`src/pin_sync.sv`:
```
// Two-stage synchroniser for a group of pin inputs
`timescale 1ns/100ps
module pin_sync #(
	parameter int unsigned WIDTH = 6
) (
	// Clock and reset
	input wire logic i_sys_clk,
	input wire logic i_reset_n,
	// Asynchronous inputs
	input wire logic [WIDTH-1:0] i_async,
	// Synchronised outputs
	output logic [WIDTH-1:0] o_sync
);

	logic [WIDTH-1:0] stage_one;

	always_ff @(posedge i_sys_clk or negedge i_reset_n) begin
		if (!i_reset_n) begin
			stage_one <= '0;
			o_sync <= '0;
		end else begin
			stage_one <= i_async;
			o_sync <= stage_one;
		end
	end

endmodule

```
`config.mk`:
```
export PLATFORM = sky130hd
export DESIGN_NAME = pin_sync
export DESIGN_NICKNAME = d
export VERILOG_FILES = /design/src/pin_sync.sv
export SDC_FILE = /design/constraint.sdc
export NUM_CORES = 1
export LEC_CHECK = 0
export BUFFER_PORTS_ARGS = -buffer_cell sky130_fd_sc_hd__buf_2
export CAP_MARGIN = 20
export CORE_AREA = 2 2 39 41
export CTS_BUF_LIST = sky130_fd_sc_hd__clkbuf_8
export CTS_CLUSTER_DIAMETER = 80
export DETAILED_ROUTE_END_ITERATION = 7
export DIE_AREA = 0 0 41 43
export PLACE_DENSITY = 0.51
export SLEW_MARGIN = 20
export SYNTH_ARGS = -nofsm -noshare
export SYNTH_HDL_FRONTEND = slang
export SYNTH_SLANG_ARGS = --single-unit
```
`constraint.sdc`:
```
create_clock -name i_sys_clk -period 0.8 [get_ports i_sys_clk]
set_input_delay 0 -clock i_sys_clk [delete_from_list [all_inputs] [get_ports i_sys_clk]]
set_output_delay 0 -clock i_sys_clk [all_outputs]
set_load 0.05 [all_outputs]
```
Word-level counts from Yosys, hierarchy flattened --
Index checks and enable logic that the tools add are counted.
Word-level totals: bits in registers 12, input port bits 8, output and inout bits 6

Depth between registers and ports, before layout --
Gate-level depths: netlist of run 1.
word-level depth 0, mapped depth 0, mapped depth without buffers 0

Worst setup path before layout of run 1 --
Ideal clock, no wire load.
path kind register -> output, start register o_sync[0], end output o_sync[0], data arrival time 0.586 ns, data required time 0.800 ns, path slack 0.214 ns, cell stages (with the launch flop) 1, path buffers 0, cells stage by stage dfrtp_1
RTL lines:
- start, declared | line 12 | output logic [WIDTH-1:0] o_sync
- start signal, assigned | line 23 | o_sync <= stage_one;
No word-level cell between the ends.

Worst setup path in the final report of run 1 --
start register o_sync[3], end output o_sync[3]
No word-level cell between the ends.

==> summary.txt, run 1 <==
Outcome
  • Run status: completed

Drt
  • Number of nets still failing antenna checks after routing: 0
  • Wirelength per Cell: 8.56 um
  • Via count: 174
  • DR pass1 iterations: 4
  • Drt total wl: 445 um
  • Initial DRC Count: 1
  • Routed vias/inst: 3.35
  • DRC Markers: 0

Placed design
  • PortBufs: 13
  • GPL Wtd Cong: about 0.55
  • Dpl cell area: 385 sq um
  • Pre-CTS WS: 0.248 ns
  • Placed cells: 41

Floorplanning
  • Core Footprint: 1380 sq um
  • Ports: 14
  • Full die area: 1760 sq um
  • Die W: roughly 41 um
  • Num rows: 14
  • Starting Density: 21.7%
  • Die height: 43 um

Clocking
  • Htree depth: 1
  • TritonCTS buffer count: 3
  • Clock root buffer master: clkbuf_8
  • Post-CTS setup repair buffer count: 0
  • TritonCTS clock tree: built
  • Clk_lat worst skew: approximately 0.23 ns
  • Clock Tree Buf Depth: 2
  • Clock sinks: 12
  • Clock transition at path regs: 0.05 ns

Global routing
  • Vias in the first global route: 178
  • Largest net degree at the start of global routing: 13
  • First-pass GRT wire length: 724 um
  • Total grt overflow: 0
  • Total GRT Usage: 6.66%
  • Initial antenna violation count: 0

Logic synthesis
  • Post-synth EDFFs: 0
  • Yosys reg bits: 12
  • Post-Syn Area: 300 sq um
  • Synth Flop Type: dfrtp_1
  • Sequential area share after synthesis: 100%
  • Post-synth cell types: 1
  • Synth async-reset ratio: 100%
  • Synth top area share: 100%
  • Cells after synthesis: 12
  • Synth Warn #: 0
  • Ranking of synthesized cells by area: dfrtp_1 100%
  • Most frequent cell after synthesis: dfrtp_1
  • Largest area contributor in the netlist: dfrtp_1
  • Synthesized area per cell: 25.0 sq um
  • Synth top cells by count: 12 x dfrtp_1
  • Syn_nets: 20

Layout
  • Area delta synth->final: 76.3%
  • # nets final: 45
  • Post-Route Utilization: 38.2%
  • Cell area after layout: about 530 sq um
  • Multi-input logic area: 0 sq um
  • Layout cells sized above 1: 47.2%
  • Fillers: 135
  • Diodes inserted: 0
  • Post-Layout Cell Count: 52
  • Multi-In Gates: 0

Worst setup path
  • Slowest stage delay, CP: between 0.3 and 0.4 ns
  • Crit path buffers/inverters: 1
  • Crit path DAT: 0.77 ns
  • Worst setup SP type: flop
  • Worst Path Required: 0.80 ns
  • Max Fanout on Critical Path: 1
  • CP Class: reg2out
  • Worst path slowest cell: dfrtp_1
  • CP endpoint kind: output pin
  • CP Cell Sequence: buf_4
  • Crit-path leading delay family: flip-flops

STA
  • RSZ-0062 raised after global routing: no
  • Worst slew pin tran: about 0.25 ns
  • Final hold viol count: 0
  • Max Freq: 1300 MHz
  • Final setup fails: 0
  • Clk_skew: 0.00223 ns
  • Crit share post-route: 96.3%
  • Crit path time final: 0.771 ns
  • Final WS setup: between 0.02 and 0.03 ns
  • Setup_tns: 0 ns
  • Slew Limit Fails: 0
  • Slew headroom: 83.2%
  • Hold WS: 0.167 ns

Worst hold path
  • Hold Path Class: in2async

Pwr
  • Worst vdd ir: 1010 uV
  • Pwr Total: approximately 1.4 mW
  • Leak Pwr: between 0.2 and 0.3 nW
  • Cell Pwr Density: 2660 nW/um^2

Run
  • Max-Cap Viols: 0
==> layout make-up <==
class                 count  area [sq um]  share of cell area, %
timing repair buffer     20           154                   29.1
tap                      16          20.0                   3.78
sequential               12           300                   56.7
clock buffer              4          55.1                   10.4
==> per-layer routing <==
layer  track usage, %  vias to the layer above  wire length [um]
li1                 -                       84                 -
met1             7.22                       82               180
met2             9.06                        8               227
met3             4.71                        0                37
met4             4.00                        0                 0
met5                0                        -                 0
==> path summary, 6_finish.rpt <==
kind                                    from            to  slack, ns  depth (start not counted)
worst max-delay path               o_sync[3]     o_sync[3]       0.03                          1
worst min-delay path               i_reset_n  stage_one[3]       0.17                          2
worst max register to register  stage_one[3]     o_sync[3]       0.33                          0
worst min register to register  stage_one[5]     o_sync[5]       0.34                          0
max in group asynchronous          i_reset_n  stage_one[1]       0.43                          2
min in group i_sys_clk          stage_one[5]     o_sync[5]       0.34                          0
==> placed cells by master, fill, tap and decap left out <==
cell / Yosys / final
dfrtp_1: 12 / 12
buf_4: 0 / 5
dlygate4sd3_1: 0 / 7
buf_2: 0 / 7
clkbuf_8: 0 / 4
buf_6: 0 / 1
==> cell families (layout without fill, tap and decap cells) <==
logic type | after synthesis | in the layout | share of synthesized area (%)
flops | 12 | 12 | 100
buf+inv | 0 | 24 | 0
==> sequential cells by signal, indices dropped and copies added (netlist names) <==
register / cells
o_sync: 6
stage_one: 6
==> report_power, final <==
group          internal, mW  switching (mW)  leakage, nW  total, mW
logic                0.0555          0.0804       0.0868      0.136
registers             0.639         0.00743        0.140      0.646
clock network         0.433           0.196       0.0288      0.629
==> repair_timing <==
| action | 4_1_cts | 5_1_grt |
|---|---|---|
| gates resized for setup | 6 | 1 |
| endpoints found under the hold margin | 18 | 0 |
| endpoints found under the setup margin | 6 | 1 |
| hold buffers | 7 | 0 |
| pin swaps | 0 | 0 |
No activity file was read; power rests on OpenSTA's default activity.
==> inputs of run 2 (changes only) <==
--- a/config.mk
+++ b/config.mk
@@ -13,6 +13,7 @@
 export DETAILED_ROUTE_END_ITERATION = 7
 export DIE_AREA = 0 0 41 43
 export PLACE_DENSITY = 0.51
+export RECOVER_POWER = 100
 export SLEW_MARGIN = 20
 export SYNTH_ARGS = -nofsm -noshare
 export SYNTH_HDL_FRONTEND = slang
==> run 2 against run 1 <==
Against the previous run:
- total power shrank 0.11%
- critical path depth is the same
- non-clock buffer count is the same
- clock-buffer cell count unchanged
- cell area did not move
- utilization unchanged
- flip-flop and latch count unchanged
- clock power about the same
- clock skew decreased by 0.00052 ns
- largest cell class unchanged
- largest power group unchanged
==> summary.txt, run 2 (synthesis gave the netlist of run 1 again) <==
STA
  • RSZ-0062 raised after global routing: no
  • Final hold viol count: 0
  • Final WS setup: between 0.03 and 0.04 ns
  • Crit path time final: 0.770 ns
  • Slew headroom: 81.3%
  • Crit share post-route: 96.2%
  • Hold WS: 0.179 ns
  • Max Freq: 1300 MHz
  • Clk_skew: 0.00171 ns
  • Final setup fails: 0
  • Setup_tns: 0 ns
  • Worst slew pin tran: approximately 0.28 ns
  • Slew Limit Fails: 0

Pwr
  • Worst vdd ir: 1010 uV
  • Leak Pwr: between 0.2 and 0.3 nW
  • Cell Pwr Density: 2660 nW/um^2

Worst setup path
  • CP Class: reg2out
  • Crit path buffers/inverters: 1
  • Max Fanout on Critical Path: 1
  • Worst Path Required: ~0.80 ns
  • Slowest stage delay, CP: 0.35 ns
  • CP Depth: 1
  • Worst path slowest cell: dfrtp_1
  • CP Cell Sequence: buf_4
  • Crit-path leading delay family: flip-flops
  • CP endpoint kind: output pin
  • Worst setup SP type: flop
  • Reg2reg path depth: 0
  • Crit path DAT: 0.77 ns

Floorplanning
  • Full die area: 1760 sq um
  • Ports: 14
  • Core Footprint: 1380 sq um
  • Die W: 41 um
  • Die height: 43 um
  • Starting Density: 21.7%
  • Num rows: 14

Clocking
  • Clock root buffer master: clkbuf_8
  • Htree depth: 1
  • Clk_lat worst skew: between 0.2 and 0.25 ns
  • Clock sinks: 12
  • Clock Tree Buf Depth: 2
  • Clock transition at path regs: 0.05 ns
  • TritonCTS clock tree: built
  • TritonCTS buffer count: 3
  • Post-CTS setup repair buffer count: 0

Layout
  • Layout cells sized above 1: about 47%
  • Multi-In Gates: 0
  • Commonest non-fill, non-tap cell in the layout: dfrtp_1
  • Diodes inserted: 0
  • Multi-input logic area: 0 sq um
  • Area delta synth->final: 76.3%
  • Most frequent cells in the layout: 12 x dfrtp_1, 7 x dlygate4sd3_1, 6 x buf_2, 5 x buf_4, 4 x clkbuf_8
  • Post-Route Utilization: between 30% and 40%
  • # nets final: 45
  • Top flop regs: o_sync: 6 flops, stage_one: 6 flops
  • Fillers: 135

Drt
  • DRC Markers: 0
  • Number of nets still failing antenna checks after routing: 0
  • Drt total wl: 444 um
  • DR pass1 iterations: 4
  • Via count: 174
  • Routed vias/inst: 3.35
  • Initial DRC Count: 1
  • Wirelength per Cell: 8.54 um

Placed design
  • PortBufs: 13
  • GPL Wtd Cong: 0.551
  • Pre-CTS WS: 0.248 ns

Global routing
  • Largest net degree at the start of global routing: 13
  • Initial antenna violation count: 0
  • Vias in the first global route: 178
  • First-pass GRT wire length: 724 um
  • Total grt overflow: 0
  • Total GRT Usage: 6.66%

Worst hold path
  • Hold Path Class: in2async

Outcome
  • Run status: completed

Run
  • Max-Cap Viols: 0
==> run 2: cell types whose count changed in the layout (fill, tap and decap cells not counted), sizes merged <==
cell and change:
clkbuf +1, buf -1
==> run 2: layout make-up <==
cell class            instances  area (sq um)  share of cell area, %
clock buffer                  4          55.1                   10.4
tap                          16          20.0                   3.78
sequential                   12           300                   56.7
timing repair buffer         20           154                   29.1
==> run 2: repair_timing <==
| item | CTS | global route |
|---|---|---|
| gates resized for setup | 6 | 1 |
| endpoints found under the setup margin | 6 | 1 |
| pin swaps | 0 | 0 |
| gates cloned | 0 | 0 |
| hold buffers | 7 | 0 |
| endpoints found under the hold margin | 18 | 0 |
==> run 2: power breakdown <==
group          switching (mW)  total [mW]  internal (mW)
Clock                   0.195       0.627          0.432
Combinational          0.0804       0.136         0.0554
Sequential            0.00743       0.646          0.639
Total                   0.282        1.41           1.13
==> run 2: through the flow <==
| step | instance area (sq um) | instances | total power [mW] |
|---|---|---|---|
| floorplan | 300 | 12 | 0.712 |
| global placement | 385 | 41 | 0.753 |
| detailed placement | 385 | 41 | 0.755 |
| CTS | 526 | 52 | 1.42 |
| global route | 529 | 52 | 1.47 |
| finish | 529 | 52 | 1.41 |
==> run 2: final timing paths <==
| check | slack [ns] | start | to |
|---|---|---|---|
| max | 0.03 | o_sync[3] | o_sync[3] |
| min | 0.18 | i_reset_n | stage_one[3] |
| max reg2reg | 0.33 | stage_one[3] | o_sync[3] |
| min reg2reg | 0.34 | stage_one[5] | o_sync[5] |
| max in group asynchronous | 0.40 | i_reset_n | stage_one[1] |
| min in group i_sys_clk | 0.34 | stage_one[5] | o_sync[5] |
==> run 2: per-layer routing <==
| metal | up-vias | share of wire, % | track usage [%] |
|---|---|---|---|
| met5 | - | 0 | 0 |
| met4 | 0 | 0 | 4.00 |
| met3 | 0 | 8.3 | 4.71 |
| met2 | 8 | 51 | 9.06 |
| met1 | 82 | 40 | 7.22 |
| li1 | 84 | - | - |
